### src/rtl/acr_pkg.sv
package acr_pkg;
  // Register indices on the plain register port.
  localparam logic [2:0] ACR_ADDR_INPUT_SELECT = 3'h0;
  localparam logic [2:0] ACR_ADDR_CONTROL_STATUS = 3'h1;
  localparam logic [2:0] ACR_ADDR_RESULT_LOW = 3'h2;
  localparam logic [2:0] ACR_ADDR_RESULT_HIGH = 3'h3;
  localparam logic [2:0] ACR_ADDR_SHARED_FUNCTION = 3'h4;

  // Field positions of the input select register.
  localparam int ACR_REF_SELECT_LSB = 6;
  localparam int ACR_LEFT_ADJUST_BIT = 5;
  localparam int ACR_CHANNEL_LSB = 0;

  // Field positions of the control and status register.
  localparam int ACR_ENABLE_BIT = 7;
  localparam int ACR_START_BIT = 6;
  localparam int ACR_AUTO_TRIGGER_BIT = 5;
  localparam int ACR_DONE_FLAG_BIT = 4;
  localparam int ACR_IRQ_ENABLE_BIT = 3;
  localparam int ACR_DIVIDER_LSB = 0;

  // Trigger source field position in the shared function register.
  localparam int ACR_TRIGGER_SOURCE_LSB = 5;

  // Values after reset.
  localparam logic [7:0] ACR_INPUT_SELECT_RESET = 8'h00;
  localparam logic [7:0] ACR_CONTROL_STATUS_RESET = 8'h00;
  localparam logic [2:0] ACR_TRIGGER_SOURCE_RESET = 3'h0;
  localparam logic [9:0] ACR_RESULT_RESET = 10'h000;

  // Reference select encodings.
  localparam logic [1:0] ACR_REF_EXTERNAL = 2'h0;
  localparam logic [1:0] ACR_REF_SUPPLY = 2'h1;
  localparam logic [1:0] ACR_REF_INTERNAL = 2'h3;

  // Gain encodings toward the analog front end.
  localparam logic [1:0] ACR_GAIN_1X = 2'h0;
  localparam logic [1:0] ACR_GAIN_10X = 2'h1;
  localparam logic [1:0] ACR_GAIN_200X = 2'h2;

  // Channel code landmarks and the free running trigger source code.
  localparam logic [4:0] ACR_CH_BANDGAP = 5'h1E;
  localparam logic [4:0] ACR_CH_GROUND = 5'h1F;
  localparam logic [2:0] ACR_TRIGGER_FREE_RUN = 3'h0;

  // Conversion lengths in converter clock cycles.
  localparam logic [4:0] ACR_FIRST_CONV_CYCLES = 5'd25;
  localparam logic [4:0] ACR_NORMAL_CONV_CYCLES = 5'd13;

  // Conversion sequencer states, Gray coded.
  typedef enum logic [0:0] {
    ACR_IDLE = 1'b0,
    ACR_CONVERT = 1'b1
  } acr_state_type;
endpackage

### src/rtl/acr_clk_div.sv
`timescale 1ns/1ps
// Divides the system clock into a one-cycle converter clock enable pulse.
module acr_clk_div #(
  parameter int CNT_WIDTH = 7
) (
  // Clock and reset.
  input wire logic i_sys_clk,
  input wire logic i_rst,
  // Control.
  input wire logic i_run,
  input wire logic [2:0] i_div_select,
  // Converter clock enable.
  output logic o_tick
);
  logic [CNT_WIDTH-1:0] count_reg; // Period counter of system clocks.
  logic [CNT_WIDTH-1:0] terminal; // Last count of one period.

  // Codes 0 and 1 both divide by two; the rest by two to the code.
  always_comb begin
    if (i_div_select < 3'h2) begin
      terminal = CNT_WIDTH'(1);
    end else begin
      terminal = CNT_WIDTH'((1 << i_div_select) - 1);
    end
  end

  // Counter held at zero while disabled so the first period is whole.
  always_ff @(posedge i_sys_clk) begin
    if (i_rst || !i_run) begin
      count_reg <= '0;
    end else if (count_reg >= terminal) begin
      count_reg <= '0;
    end else begin
      count_reg <= count_reg + CNT_WIDTH'(1);
    end
  end

  // A pulse per period, only while running.
  assign o_tick = i_run && (count_reg >= terminal);
endmodule

### src/rtl/acr_top.sv
`timescale 1ns/1ps
// Control registers and conversion sequencer of a 10-bit converter.
module acr_top (
  // Clock and reset.
  input wire logic i_sys_clk,
  input wire logic i_rst,
  // Register port.
  input wire logic [2:0] i_addr,
  input wire logic [7:0] i_wdata,
  input wire logic i_wr,
  input wire logic i_rd,
  output logic [7:0] o_rdata,
  // Interrupt side.
  input wire logic i_global_irq_enable,
  input wire logic i_irq_vector_taken,
  output logic o_irq_request,
  // Auto trigger sources; bit 0 is unused, free running has no signal.
  input wire logic [7:0] i_trigger_sources,
  // Analog core result.
  input wire logic [9:0] i_core_result,
  // Analog core control.
  output logic o_converter_power,
  output logic o_converter_clk_en,
  output logic o_sample_start,
  output logic [1:0] o_reference_select,
  output logic o_internal_reference_on,
  output logic o_single_ended,
  output logic [2:0] o_pos_channel,
  output logic [2:0] o_neg_channel,
  output logic [1:0] o_gain,
  output logic o_select_bandgap,
  output logic o_select_ground
);
  import acr_pkg::*;

  // Software visible state.
  logic [1:0] ref_select_reg; // Written reference code.
  logic left_adjust_reg; // Result presentation.
  logic [4:0] channel_reg; // Written channel and gain code.
  logic enable_reg; // Converter power.
  logic auto_trigger_reg; // Auto trigger enable.
  logic done_flag_reg; // Conversion done flag.
  logic irq_enable_reg; // Done interrupt enable.
  logic [2:0] divider_reg; // Clock divider code.
  logic [2:0] trigger_source_reg; // Auto trigger source.

  // Sequencer state.
  acr_state_type state_reg;
  logic [4:0] cycle_reg; // Converter clocks spent in conversion.
  logic long_conv_reg; // Current conversion is the initialising one.
  logic first_pending_reg; // Next conversion must initialise.
  logic [9:0] result_reg; // Last stored result.
  logic result_lock_reg; // Low byte read, high byte pending.
  logic trigger_prev_reg; // Selected trigger level last cycle.
  logic free_run_next; // Restart request after a free running end.
  logic [7:0] rdata_reg; // Read data register.

  // Working signals.
  logic wr_input; // Write to input select.
  logic wr_control; // Write to control and status.
  logic wr_shared; // Write to shared function.
  logic enable_next; // Enable value after this cycle.
  logic trigger_level; // Selected trigger signal.
  logic trigger_edge; // Rising edge of it.
  logic start_req; // Any reason to begin a conversion.
  logic tick; // Converter clock enable.
  logic conv_end; // Last converter clock of a conversion.
  logic [4:0] conv_len; // Length of the running conversion.
  logic [7:0] result_low_view; // Result low byte as presented.
  logic [7:0] result_high_view; // Result high byte as presented.
  logic flag_set; // Hardware sets the done flag.
  logic flag_clear; // Vector or software clears it.

  // Address decode; unmapped addresses write nothing.
  assign wr_input = i_wr && (i_addr == ACR_ADDR_INPUT_SELECT);
  assign wr_control = i_wr && (i_addr == ACR_ADDR_CONTROL_STATUS);
  assign wr_shared = i_wr && (i_addr == ACR_ADDR_SHARED_FUNCTION);

  // The enable seen by a start written in the same write as the enable.
  assign enable_next = wr_control ? i_wdata[ACR_ENABLE_BIT] : enable_reg;

  // Input select register.
  always_ff @(posedge i_sys_clk) begin
    if (i_rst) begin
      ref_select_reg <= ACR_INPUT_SELECT_RESET[7:6];
      left_adjust_reg <= ACR_INPUT_SELECT_RESET[5];
      channel_reg <= ACR_INPUT_SELECT_RESET[4:0];
    end else if (wr_input) begin
      ref_select_reg <= i_wdata[ACR_REF_SELECT_LSB +: 2];
      left_adjust_reg <= i_wdata[ACR_LEFT_ADJUST_BIT];
      channel_reg <= i_wdata[ACR_CHANNEL_LSB +: 5];
    end
  end

  // Control bits other than start and the flag.
  always_ff @(posedge i_sys_clk) begin
    if (i_rst) begin
      enable_reg <= ACR_CONTROL_STATUS_RESET[7];
      auto_trigger_reg <= ACR_CONTROL_STATUS_RESET[5];
      irq_enable_reg <= ACR_CONTROL_STATUS_RESET[3];
      divider_reg <= ACR_CONTROL_STATUS_RESET[2:0];
    end else if (wr_control) begin
      enable_reg <= i_wdata[ACR_ENABLE_BIT];
      auto_trigger_reg <= i_wdata[ACR_AUTO_TRIGGER_BIT];
      irq_enable_reg <= i_wdata[ACR_IRQ_ENABLE_BIT];
      divider_reg <= i_wdata[ACR_DIVIDER_LSB +: 3];
    end
  end

  // Trigger source in the shared function register.
  always_ff @(posedge i_sys_clk) begin
    if (i_rst) begin
      trigger_source_reg <= ACR_TRIGGER_SOURCE_RESET;
    end else if (wr_shared) begin
      trigger_source_reg <= i_wdata[ACR_TRIGGER_SOURCE_LSB +: 3];
    end
  end

  // Free running selects no signal, so switching to it makes no edge.
  // Switching between two other sources can make one; that is intended.
  assign trigger_level = (trigger_source_reg == ACR_TRIGGER_FREE_RUN) ? 1'b0
                         : i_trigger_sources[trigger_source_reg];
  assign trigger_edge = trigger_level && !trigger_prev_reg;

  always_ff @(posedge i_sys_clk) begin
    if (i_rst) begin
      trigger_prev_reg <= 1'b0;
    end else begin
      trigger_prev_reg <= trigger_level;
    end
  end

  // Converter clock from the divider; it only runs while enabled.
  acr_clk_div #(
    .CNT_WIDTH(7)
  ) u_clk_div (
    .i_sys_clk(i_sys_clk),
    .i_rst(i_rst),
    .i_run(enable_reg),
    .i_div_select(divider_reg),
    .o_tick(tick)
  );

  // A conversion may start only from idle with the converter powered.
  // Requests that land while busy are dropped, as in the real core.
  always_comb begin
    start_req = 1'b0;
    if (state_reg == ACR_IDLE && enable_next) begin
      if (wr_control && i_wdata[ACR_START_BIT]) begin
        start_req = 1'b1;
      end else if (auto_trigger_reg && trigger_edge) begin
        start_req = 1'b1;
      end else if (free_run_next) begin
        start_req = 1'b1;
      end
    end
  end

  assign conv_len = long_conv_reg ? ACR_FIRST_CONV_CYCLES : ACR_NORMAL_CONV_CYCLES;
  assign conv_end = (state_reg == ACR_CONVERT) && tick && (cycle_reg == conv_len - 5'd1);

  // Remember that the next conversion initialises the converter.
  always_ff @(posedge i_sys_clk) begin
    if (i_rst) begin
      first_pending_reg <= 1'b0;
    end else if (start_req) begin
      // A start taken with the enable write already runs long, so nothing is left pending.
      first_pending_reg <= 1'b0;
    end else if (!enable_reg && enable_next) begin
      first_pending_reg <= 1'b1;
    end
  end

  // Conversion sequencer.
  always_ff @(posedge i_sys_clk) begin
    if (i_rst) begin
      state_reg <= ACR_IDLE;
      cycle_reg <= 5'h00;
      long_conv_reg <= 1'b0;
    end else begin
      unique case (state_reg)
        ACR_IDLE: begin
          if (start_req) begin
            state_reg <= ACR_CONVERT;
            cycle_reg <= 5'h00;
            // A start written together with enable also initialises.
            long_conv_reg <= first_pending_reg || !enable_reg;
          end
        end
        ACR_CONVERT: begin
          if (!enable_next) begin
            state_reg <= ACR_IDLE;
          end else if (conv_end) begin
            state_reg <= ACR_IDLE;
          end else if (tick) begin
            cycle_reg <= cycle_reg + 5'd1;
          end
        end
      endcase
    end
  end

  // Free running restarts the sequencer one cycle after each end.
  always_ff @(posedge i_sys_clk) begin
    if (i_rst) begin
      free_run_next <= 1'b0;
    end else begin
      free_run_next <= conv_end && auto_trigger_reg
                       && (trigger_source_reg == ACR_TRIGGER_FREE_RUN);
    end
  end

  // Selections follow the registers only between conversions, so a
  // write during a conversion lands when it completes.
  always_ff @(posedge i_sys_clk) begin
    if (i_rst) begin
      o_reference_select <= ACR_INPUT_SELECT_RESET[7:6];
      o_internal_reference_on <= 1'b0;
    end else if (state_reg == ACR_IDLE) begin
      o_reference_select <= ref_select_reg;
      o_internal_reference_on <= (ref_select_reg == ACR_REF_INTERNAL);
    end
  end

  // Channel decode into the analog multiplexer controls.
  always_ff @(posedge i_sys_clk) begin
    if (i_rst) begin
      o_single_ended <= 1'b1;
      o_pos_channel <= 3'h0;
      o_neg_channel <= 3'h0;
      o_gain <= ACR_GAIN_1X;
      o_select_bandgap <= 1'b0;
      o_select_ground <= 1'b0;
    end else if (state_reg == ACR_IDLE) begin
      o_select_bandgap <= (channel_reg == ACR_CH_BANDGAP);
      o_select_ground <= (channel_reg == ACR_CH_GROUND);
      o_gain <= ACR_GAIN_1X;
      o_neg_channel <= 3'h0;
      if (channel_reg[4:3] == 2'b00) begin
        o_single_ended <= 1'b1;
        o_pos_channel <= channel_reg[2:0];
      end else if (channel_reg[4:3] == 2'b01) begin
        o_single_ended <= 1'b0;
        o_pos_channel <= {1'b0, channel_reg[2], channel_reg[0]};
        o_neg_channel <= {1'b0, channel_reg[2], 1'b0};
        o_gain <= channel_reg[1] ? ACR_GAIN_200X : ACR_GAIN_10X;
      end else if (channel_reg[4:3] == 2'b10) begin
        o_single_ended <= 1'b0;
        o_pos_channel <= channel_reg[2:0];
        o_neg_channel <= 3'h1;
      end else if (channel_reg[2:1] != 2'b11) begin
        o_single_ended <= 1'b0;
        o_pos_channel <= channel_reg[2:0];
        o_neg_channel <= 3'h2;
      end else begin
        // Bandgap and ground are single ended with no pin selected.
        o_single_ended <= 1'b1;
        o_pos_channel <= 3'h0;
      end
    end
  end

  // Core strobes: power, converter clock and a sample pulse at start.
  always_ff @(posedge i_sys_clk) begin
    if (i_rst) begin
      o_sample_start <= 1'b0;
    end else begin
      o_sample_start <= start_req;
    end
  end
  assign o_converter_power = enable_reg;
  assign o_converter_clk_en = tick;

  // The result is held while a low byte read waits for its high byte;
  // a conversion ending then is lost, but still raises the flag.
  always_ff @(posedge i_sys_clk) begin
    if (i_rst) begin
      result_reg <= ACR_RESULT_RESET;
    end else if (conv_end && !result_lock_reg) begin
      result_reg <= i_core_result;
    end
  end

  // Lock set by a low byte read and released by a high byte read.
  always_ff @(posedge i_sys_clk) begin
    if (i_rst) begin
      result_lock_reg <= 1'b0;
    end else if (i_rd && i_addr == ACR_ADDR_RESULT_LOW) begin
      result_lock_reg <= 1'b1;
    end else if (i_rd && i_addr == ACR_ADDR_RESULT_HIGH) begin
      result_lock_reg <= 1'b0;
    end
  end

  // Done flag; a set in the same cycle as a clear wins.
  assign flag_set = conv_end;
  assign flag_clear = i_irq_vector_taken
                      || (wr_control && i_wdata[ACR_DONE_FLAG_BIT]);

  always_ff @(posedge i_sys_clk) begin
    if (i_rst) begin
      done_flag_reg <= ACR_CONTROL_STATUS_RESET[4];
    end else if (flag_set) begin
      done_flag_reg <= 1'b1;
    end else if (flag_clear) begin
      done_flag_reg <= 1'b0;
    end
  end

  // Software must not write a set flag back by read-modify-write.
  assign o_irq_request = done_flag_reg && irq_enable_reg && i_global_irq_enable;

  // Result views follow the adjust bit with no wait for a conversion.
  always_comb begin
    if (left_adjust_reg) begin
      result_high_view = result_reg[9:2];
      result_low_view = {result_reg[1:0], 6'h00};
    end else begin
      result_high_view = {6'h00, result_reg[9:8]};
      result_low_view = result_reg[7:0];
    end
  end

  // Read data register; unmapped addresses and idle cycles read zero.
  always_ff @(posedge i_sys_clk) begin
    if (i_rst || !i_rd) begin
      rdata_reg <= 8'h00;
    end else begin
      unique case (i_addr)
        ACR_ADDR_INPUT_SELECT: begin
          rdata_reg <= {ref_select_reg, left_adjust_reg, channel_reg};
        end
        ACR_ADDR_CONTROL_STATUS: begin
          rdata_reg <= {enable_reg, (state_reg == ACR_CONVERT),
                        auto_trigger_reg, done_flag_reg, irq_enable_reg, divider_reg};
        end
        ACR_ADDR_RESULT_LOW: begin
          rdata_reg <= result_low_view;
        end
        ACR_ADDR_RESULT_HIGH: begin
          rdata_reg <= result_high_view;
        end
        ACR_ADDR_SHARED_FUNCTION: begin
          rdata_reg <= {trigger_source_reg, 5'h00};
        end
        default: begin
          rdata_reg <= 8'h00;
        end
      endcase
    end
  end
  assign o_rdata = rdata_reg;
endmodule

### config.mk
export PLATFORM = sky130hd
export DESIGN_NAME = acr_top
export DESIGN_NICKNAME = d
export VERILOG_FILES = /design/src/rtl/acr_pkg.sv /design/src/rtl/acr_clk_div.sv /design/src/rtl/acr_top.sv
export SDC_FILE = /design/constraint.sdc
export NUM_CORES = 1
export LEC_CHECK = 0
export BUFFER_PORTS_ARGS = -buffer_cell sky130_fd_sc_hd__buf_2
export CAP_MARGIN = 20
export CORE_MARGIN = 2
export CORE_UTILIZATION = 50
export DETAILED_ROUTE_END_ITERATION = 7
export PLACE_DENSITY = 0.75
export SLEW_MARGIN = 20
export SYNTH_ARGS = -nofsm -noshare
export SYNTH_HDL_FRONTEND = slang
export SYNTH_HIERARCHICAL = 1
export SYNTH_SLANG_ARGS = --single-unit
### constraint.sdc
create_clock -name i_sys_clk -period 2.9 [get_ports i_sys_clk]
set_clock_uncertainty 0.1 [all_clocks]
set_input_delay 0.435 -clock i_sys_clk [delete_from_list [all_inputs] [get_ports i_sys_clk]]
set_output_delay 0.435 -clock i_sys_clk [all_outputs]
set_load 0.02 [all_outputs]
==> results by group, run 1 <==
Timing
  • Worst Max-Slew Pin Slew: 623.9 ps
  • Tightest hold margin: 222.4 ps
  • Number of setup violations in the final report: 0
  • Final-report max-slew violation count: 0
  • Max Clk Rate: 0.3711 GHz
  • Final period utilization: 92.92%
  • Post-layout minimum cycle time: 2695 ps
  • Setup Total Neg Slack: 0 ps
  • Tightest slew margin relative to the limit: 58.41%
  • Final hold vios: 0
  • RSZ-0062 raised after global routing: false

Place
  • Count of input and output buffers: 59
  • Placer's final routability congestion estimate: 0.8293
  • Post-placement cell count: 511
  • HPWL after detailed placement: 5537 um

Clock tree
  • Count of instances resized after the clock tree is built: 0
  • CTS tree: done
  • Setup Fix Bufs, Post-CTS: 0
  • Number of clock sinks: 68
  • Clock buffer count from CTS: 9
  • Insertion delay of the later-clocked pin in the worst-skew pair: 350 ps
  • Clock input transition at the sequential cells of the worst setup and hold paths: 80 ps
  • Level count of the clock H-tree: 3
  • CTS Root Buffer Type: clkbuf_8
  • Max Root-Sink Buffers: 2
  • Post-CTS Hold Fix Bufs: 0

Synth
  • Top-area cell type share of the netlist area: 39.85%
  • Seq/Total Area, Yosys: 39.85%
  • Most instantiated cells after synthesis: dfxtp_1 (68), nor2_1 (45), nand2_1 (40), a21oi_1 (28), mux2i_1 (28)
  • Top_reg_cell synth: dfxtp_1
  • Ranking of synthesized cells by area: dfxtp_1 (40%), mux2i_1 (8.2%), nor2_1 (4.9%)
  • Register bit count reported by yosys: 68
  • Yosys Warn Count: 6
  • Number of instances in the synthesized netlist: 392
  • Dominant cell by count in the synthesized netlist: dfxtp_1
  • Post-synthesis cell type with the largest combined area: dfxtp_1
  • Summed instance area of the synthesized netlist: 3416 um2
  • Fraction of synthesis flops using an asynchronous set or reset pin: 0%
  • Post-synthesis cell type count: 57
  • Mean cell area of the mapped netlist: 8.714 um2
  • Total nets after synthesis: 438
  • Post-synth EDFFs: 0

Layout
  • Final antenna diode count: 0
  • Flip-flop count of the largest register, all copies and words added: 10
  • Core occupancy in the finished layout: 59.09%
  • Proportion of layout cells with a drive suffix above 1: 21.88%
  • Number of nets in the final layout: 489
  • Final non-filler cell total: 528
  • Area growth from synthesis to layout: 16.23%

Die
  • Num ports: 61
  • Die Footprint: 7509 um2
  • Core area: 6719 um2
  • Standard-cell rows: 30
  • Die boundary width: 86.66 um
  • Die Span Y: 86.66 um
  • Initial standard-cell utilization of the core: 50.84%

Detailed routing
  • Initial DRC Count: 240
  • Vias: 2978
  • Avg Vias per Cell: 5.640
  • Number of detailed-routing iterations run before antenna repair: 4
  • Final wirelength: 7838 um
  • Wirelength per Cell: 14.84 um
  • Antenna Violating Nets Remaining: 0
  • DRC violation count after routing: 0

Worst setup path
  • Path type of the worst setup path: reg2reg
  • Required time worst endpoint: 3010 ps
  • Worst Setup End Kind: flip-flop
  • Sort of element at the start of the critical path: flip-flop
  • Max Fanout on Critical Path: 8
  • Signal arrival time at the worst endpoint: 2810 ps

Power
  • Pwr dens: 493.6 nW/um2
  • Int Pwr: 1.486 mW
  • Leakage power of the design: 1.515 nW
  • Sw Ratio: 24.18%
  • Net switching power of the design: 0.4738 mW
  • Combinational share of power: 6.9%
  • Sequential share of power: 49.4%
  • Maximum ir drop on the vdd rail: 0.3390 mV
  • Clock share of power: 43.7%

Global route
  • Number of global-route vias before repair: 2693
  • Number of antenna violations at the first check in global routing: 0
  • Overall fraction of global-route tracks in use: 21.33%
  • Global-route wire length before repair: 12650 um
  • Overflow left after global routing: 0
  • Largest net degree at the start of global routing: 65

Run status
  • Result of the run: completed

Flow run
  • Total of max-cap violations: 0

Hold path
  • Hold Path Class: in2reg
## metal layers
layer  routed length, um  global-route usage (%)  up-vias
li1                    -                       -     1497
met5                   0                       0        -
met3                 577                   6.762        6
met2                3622                   33.08      104
met4                  68                   5.966        0
met1                3570                   28.67     1371
## cell families after synthesis
family	count (synthesis)	share of synthesized area (%)
buffers and inverters	35	4.542
AO/OA/AOI/OAI	75	15.28
AND/OR/NAND/NOR	163	24.62
other	2	0.2199
XOR/XNOR	5	1.282
adder cells (fa/ha/maj)	11	4.029
multiplexers	33	10.18
flip-flops	68	39.85
## path summary, 6_finish.rpt
path / startpoint / end / slack, ps / depth (start not counted)
worst max-delay path: divider_reg[2] / result_reg[9] / 210 / 13
worst min register to register: o_pos_channel[2] / o_pos_channel[2] / 370 / 2
worst min-delay path: i_core_result[5] / result_reg[5] / 220 / 3
worst max register to register: divider_reg[2] / result_reg[9] / 210 / 13
## metrics by stage
step / power, mW / setup slack, ps / instance area [um2]
finish: 1.959 / 205.4 / 3970
floorplan: 1.071 / 52.03 / 3416
CTS: 1.975 / 46.63 / 3943
global placement: 1.118 / 216.7 / 3727
detailed placement: 1.122 / 74.47 / 3727
global route: 2.022 / 9.061 / 3970
## power groups by stage
stage	clock (mW)	combinational (mW)	sequential [mW]
after detailed placement	0	0.134	0.987
after global routing	0.903	0.150	0.970
after global placement	0	0.131	0.987
after floorplan	0	0.0873	0.984
after CTS	0.874	0.135	0.966
final	0.856	0.136	0.967
## cell type report
type | count | area, um2
multi-input cells | 290 | 1922
inverters | 11 | 41.29
well taps | 80 | 100.1
flip-flops and latches | 68 | 1364
clock inverters | 7 | 91.34
repair buffers | 63 | 327.8
clock buffers | 9 | 123.9
fillers | 602 | 2749
## worst max-delay path: stages (launching register included)
cell	delay [ps]
dfxtp_2	360
nor2_1	140
inv_1	60
ha_1	190
inv_1	50
ha_1	160
nor2_1	50
o31ai_2	260
and2_1	170
and2_1	210
o2111ai_4	260
nor2_4	260
mux2i_1	210
nor2_1	50
## layout by cell type, fill, tap and decap left out, types with 3 or more instances in the layout
master / count
dfxtp_1: 66
buf_2: 58
nor2_1: 45
nand2_1: 40
mux2i_1: 28
a21oi_1: 28
nand3_1: 14
nor3_1: 13
ha_1: 11
inv_1: 10
o21ai_0: 9
nor2b_1: 9
clkbuf_8: 9
nand2b_1: 8
nand3b_1: 7
a22oi_1: 7
and3_1: 5
buf_4: 5
and2_1: 4
nor3b_1: 4
a211o_1: 4
a222oi_1: 4
xor2_1: 4
a21oi_2: 3
a311oi_1: 3
o22a_1: 3
nand4_1: 3
mux2_2: 3
clkinv_2: 3
Power figures use the tool's default switching activity.
==> run 2, diff against run 1 <==
--- a/config.mk
+++ b/config.mk
@@ -10,7 +10,9 @@
 export CORE_MARGIN = 2
 export CORE_UTILIZATION = 50
 export DETAILED_ROUTE_END_ITERATION = 7
+export GPL_TIMING_DRIVEN = 0
 export PLACE_DENSITY = 0.75
+export RECOVER_POWER = 50
 export SLEW_MARGIN = 20
 export SYNTH_ARGS = -nofsm -noshare
 export SYNTH_HDL_FRONTEND = slang
==> run 2 against run 1 <==
Routed wire length increased by 7.5%. Design area increased by 2.0%. Clock power grew 3.6%. Maximum frequency about the same. Hold slack lost 0.60 ps. Combinational power grew 9.6%. Sequential cell count stayed put. Sequential power hardly changed. Critical path type unchanged. Highest routed layer unchanged.
==> results by group, run 2 (synthesized netlist as in run 1, its figures left out) <==
Global route
  • Overflow left after global routing: 0
  • Number of antenna violations at the first check in global routing: 0
  • Global-route wire length before repair: 13750 um
  • Largest net degree at the start of global routing: 13
  • Number of global-route vias before repair: 2940
  • Overall fraction of global-route tracks in use: 23.40%

Die
  • Die boundary width: 86.66 um
  • Initial standard-cell utilization of the core: 50.84%
  • Standard-cell rows: 30
  • Die Footprint: 7509 um2
  • Core area: 6719 um2
  • Die Span Y: 86.66 um
  • Num ports: 61

Layout
  • Proportion of layout cells with a drive suffix above 1: 15.74%
  • Area growth from synthesis to layout: 18.57%
  • Filler Cells Inserted: 608
  • Number of nets in the final layout: 511
  • Design Area, Final: 4050 um2
  • Commonest cells after routing, fill and taps aside: dfxtp_1 (66), clkbuf_1 (44), nor2_1 (44), nand2_1 (40), buf_2 (34)
  • Storage element area: 1364 um2
  • Area used by multi-input combinational logic: 1911 um2
  • Commonest non-fill, non-tap cell in the layout: dfxtp_1
  • Final antenna diode count: 0
  • Flip-flop count of the largest register, all copies and words added: 10

Worst setup path
  • Max Fanout on Critical Path: 9
  • Path type of the worst setup path: reg2reg
  • Sort of element at the start of the critical path: flip-flop
  • Signal arrival time at the worst endpoint: 2820 ps
  • Required time worst endpoint: 3030 ps
  • Worst Setup End Kind: flip-flop

Place
  • Post-placement worst setup slack: -360.4 ps
  • HPWL after detailed placement: 6075 um
  • Count of input and output buffers: 59
  • Placer's final routability congestion estimate: 0.9239
  • Placed cell area: 3811 um2

Clock tree
  • Max Root-Sink Buffers: 2
  • Post-CTS Hold Fix Bufs: 0
  • Insertion delay of the later-clocked pin in the worst-skew pair: 350 ps
  • Clock buffer count from CTS: 9
  • Level count of the clock H-tree: 3
  • CTS tree: done
  • CTS Root Buffer Type: clkbuf_8
  • Number of clock sinks: 68
  • Clock input transition at the sequential cells of the worst setup and hold paths: 80 ps

Power
  • Post-layout power: 2.002 mW
  • Pwr dens: 494.3 nW/um2
  • Maximum ir drop on the vdd rail: 0.3097 mV
  • Leakage power of the design: 1.446 nW

Run status
  • Result of the run: completed

Timing
  • Worst Max-Slew Pin Slew: 909.5 ps
  • Final period utilization: 92.83%
  • Tightest hold margin: 221.8 ps
  • Number of setup violations in the final report: 0
  • Post-layout minimum cycle time: 2692 ps
  • Final-report max-slew violation count: 0
  • Final hold vios: 0
  • Worst Setup Slack, final: 208.0 ps
  • Max Clk Rate: 0.3715 GHz
  • Tightest slew margin relative to the limit: 37.63%

Detailed routing
  • Antenna Violating Nets Remaining: 0
  • Number of detailed-routing iterations run before antenna repair: 4
  • Avg Vias per Cell: 5.705
  • Vias: 3138
  • Initial DRC Count: 192
  • DRC violation count after routing: 0
  • Final wirelength: 8428 um
  • Wirelength per Cell: 15.32 um

Flow run
  • Total of max-cap violations: 0

Hold path
  • Hold Path Class: in2reg
==> run 2: power by group <==
group / switching (mW) / internal, mW
combinational: 0.0875 / 0.0613
clock: 0.376 / 0.511
sequential: 0.0180 / 0.948
total: 0.482 / 1.52
==> run 2: routing by layer <==
layer / vias to the layer above / part of all wire (%) / global-route usage, %
met1: 1490 / 46 / 31.75
met5: - / 0 / 0
met4: 0 / 1.6 / 9.659
met2: 105 / 46 / 36.64
met3: 13 / 5.5 / 4.381
li1: 1530 / - / -
==> run 2: what timing repair did <==
action / CTS / global route
endpoints found under the setup margin: 12 / 10
resized for setup: 2 / 4
buffers inserted: 2 / 1
pin swaps: 2 / 1
==> run 2: through the flow <==
step                      setup TNS, ps  utilization [%]  std cells
final                                 0            60.28        550
after global routing          -0.005773            60.28        550
after CTS                             0            60.78        549
after detailed placement          -3329            56.72        531
after global placement            -2171            56.72        531
after floorplan                       0                -        392
==> run 2: path summary, 6_finish.rpt <==
| path | start | end | slack (ps) | cells past startpoint |
|---|---|---|---|---|
| setup reg to reg | divider_reg[2] | result_reg[8] | 210 | 14 |
| hold reg to reg | o_pos_channel[2] | o_pos_channel[2] | 370 | 2 |
| hold / removal | i_core_result[7] | result_reg[7] | 220 | 3 |
| setup / recovery | divider_reg[2] | result_reg[8] | 210 | 14 |
==> run 2: critical path, cell delays in order, from the launching register on <==
cell       delay, ps
dfxtp_2          420
nor2_1            70
nand2_1           70
ha_1             130
inv_1             40
ha_1             270
nor2_1            70
o31ai_4          290
and2_1           180
and2_2           190
o2111ai_4        190
nor2_8           180
buf_12           150
mux2i_1          190
nor2_1            50
==> run 2: layout make-up <==
class                      instances  share of cell area (%)
clock buffer                      11                   3.491
clock inverter                     5                   2.070
tap                               80                   2.471
multi-input combinational        289                   47.17
inverter                          11                   1.019
sequential                        68                   33.67
buffer                            24                   2.749
timing repair buffer              62                   7.353
==> run 3, diff against run 2 <==
--- a/config.mk
+++ b/config.mk
@@ -11,7 +11,7 @@
 export CORE_UTILIZATION = 50
 export DETAILED_ROUTE_END_ITERATION = 7
 export GPL_TIMING_DRIVEN = 0
-export PLACE_DENSITY = 0.75
+export PLACE_DENSITY = 0.73
 export RECOVER_POWER = 50
 export SLEW_MARGIN = 20
 export SYNTH_ARGS = -nofsm -noshare
==> run 3 against run 2 <==
Critical path depth fell by 1. Utilization fell by 0.76 points. Routed wire length fell by 0.59%. Register-to-register slack barely moved. Hold slack got worse by 1.8 ps. First-iteration DRC count rose by 18%. Sequential cell count did not move. Global-route usage fell by 0.24 points. Setup slack improved by 12 ps. Non-clock buffer count fell by 1. Largest cell class unchanged. Largest power group unchanged. Highest routed layer unchanged.
==> results by group, run 3 (synthesized netlist as in run 1, its figures left out) <==
Global route
  • Largest net degree at the start of global routing: 12
  • Global-route wire length before repair: 13730 um
  • Number of antenna violations at the first check in global routing: 0
  • Number of global-route vias before repair: 2967
  • Overflow left after global routing: 0
  • Overall fraction of global-route tracks in use: 23.17%

Worst setup path
  • Sort of element at the start of the critical path: flip-flop
  • Crit. Startpoint: divider_reg[1]
  • Slack of the worst reg-to-reg path: 220 ps
  • Path type of the worst setup path: reg2reg
  • Max stage delay on crit path: 360 ps
  • Worst r2r src: divider_reg[1]
  • Max Fanout on Critical Path: 7
  • Critical Path Slowest Stage Cell: dfxtp_2
  • CP most frequent cell: nor2_1
  • Chain of cells forming the critical path: nor2_1 -> inv_1 -> ha_1 -> inv_1 -> ha_1 -> nor2_1 -> o31ai_4 -> and2_1 -> and2_1 -> o2111ai_4 -> nor2_8 -> mux2i_1 -> nor2_1
  • Required time worst endpoint: 3010 ps
  • Signal arrival time at the worst endpoint: 2790 ps
  • Worst Setup End Kind: flip-flop

Timing
  • Tightest slew margin relative to the limit: 39.28%
  • Final-report max-slew violation count: 0
  • Number of setup violations in the final report: 0
  • Post-layout minimum cycle time: 2680 ps
  • Max Clk Rate: 0.3731 GHz
  • RSZ-0062 raised after global routing: false
  • Final period utilization: 92.43%
  • Tightest hold margin: 220.0 ps
  • Final hold vios: 0
  • Worst Max-Slew Pin Slew: 885.5 ps

Die
  • Num ports: 61
  • Initial standard-cell utilization of the core: 50.84%
  • Die Footprint: 7509 um2
  • Standard-cell rows: 30
  • Core area: 6719 um2
  • Die Span Y: 86.66 um
  • Die boundary width: 86.66 um

Layout
  • Filler Cells Inserted: 638
  • Final non-filler cell total: 549
  • Final antenna diode count: 0
  • Proportion of layout cells with a drive suffix above 1: 16.20%
  • Number of nets in the final layout: 511
  • Flip-flop count of the largest register, all copies and words added: 10
  • Design Area, Final: 3999 um2
  • Commonest non-fill, non-tap cell in the layout: dfxtp_1
  • Area growth from synthesis to layout: 17.07%
  • Commonest cells after routing, fill and taps aside: dfxtp_1 (65), nor2_1 (45), clkbuf_1 (41), nand2_1 (40), buf_2 (37)

Clock tree
  • Post-CTS Hold Fix Bufs: 0
  • CTS Root Buffer Type: clkbuf_8
  • Insertion delay of the later-clocked pin in the worst-skew pair: 350 ps
  • Number of clock sinks: 68
  • Clock input transition at the sequential cells of the worst setup and hold paths: 70 ps
  • Clock buffer count from CTS: 9
  • Max Root-Sink Buffers: 2
  • Level count of the clock H-tree: 3
  • CTS tree: done

Detailed routing
  • Initial DRC Count: 226
  • Wirelength per Cell: 15.26 um
  • Avg Vias per Cell: 5.628
  • Number of detailed-routing iterations run before antenna repair: 6
  • Antenna Violating Nets Remaining: 0
  • Final wirelength: 8378 um
  • Vias: 3090
  • DRC violation count after routing: 0

Place
  • Placed cell area: 3811 um2
  • Count of input and output buffers: 59
  • Placer's final routability congestion estimate: 0.8765
  • HPWL after detailed placement: 5925 um
  • Post-placement cell count: 531

Run status
  • Result of the run: completed

Hold path
  • Hold Path Class: in2reg
  • Hold Path Origin: i_core_result[5]

Power
  • Maximum ir drop on the vdd rail: 0.2625 mV
  • Leakage power of the design: 1.438 nW
  • Pwr dens: 467.8 nW/um2

Flow run
  • Total of max-cap violations: 0
## run 3: cell types whose count changed in the layout (fill, tap and decap cells not counted), moves of 2 or more
cell	delta
buf_2	+3
clkinvlp_4	-2
clkbuf_1	-3
clkinv_2	+3
## run 3: layout make-up
cell class	count	area, um2	area share [%]
plain buffers	24	112.6	2.816
multi-input cells	290	1918	47.97
inverters	11	41.29	1.033
flip-flops and latches	68	1365	34.14
clock inverters	5	53.80	1.345
well taps	80	100.1	2.503
repair buffers	61	280.3	7.009
clock buffers	10	127.6	3.191
## run 3: per-stage QoR
step / setup TNS [ps] / util [%] / setup WS, ps / power (mW)
final: 0 / 59.52 / 219.6 / 1.870
after global routing: 0 / 59.52 / 5.926 / 1.928
after CTS: 0 / 60.00 / 55.50 / 1.877
after detailed placement: -2840 / 56.72 / -308.9 / 1.130
after global placement: -2431 / 56.72 / -251.9 / 1.127
after floorplan: 0 / - / 52.03 / 1.071
## run 3: worst max-delay path, delay by kind of cell (launching register included)
| family | cells | cell delay, ps |
|---|---|---|
| compound gates | 2 | 520 |
| fa+ha+maj | 2 | 340 |
| buf+inv | 2 | 110 |
| flops | 1 | 360 |
| mux | 1 | 200 |
| simple gates | 6 | 900 |
## run 3: layer usage
| layer | wire length [um] | up-vias | global-route usage (%) |
|---|---|---|---|
| met4 | 216 | 0 | 10.94 |
| met1 | 3945 | 1428 | 31.26 |
| met2 | 3725 | 115 | 36.08 |
| met3 | 491 | 17 | 3.905 |
| met5 | 0 | - | 0 |
| li1 | - | 1530 | - |
## run 3: path summary, 6_finish.rpt
check,to,cells past startpoint
max,result_reg[9],13
min,result_reg[5],3
max reg2reg,result_reg[9],13
min reg2reg,o_pos_channel[2],2
## run 3: repair_timing
item                                    4_1_cts  5_1_grt
resized for setup                             2        3
gates cloned                                  1        0
endpoints found under the setup margin       11       10
buffers inserted                              1        1
pin swaps                                     2        2
## run 3: where the power goes
part / internal [mW] / switching [mW] / leakage (nW)
Clock: 0.390 / 0.366 / 0.0959
Sequential: 0.948 / 0.0182 / 0.551
Combinational: 0.0617 / 0.0864 / 0.791
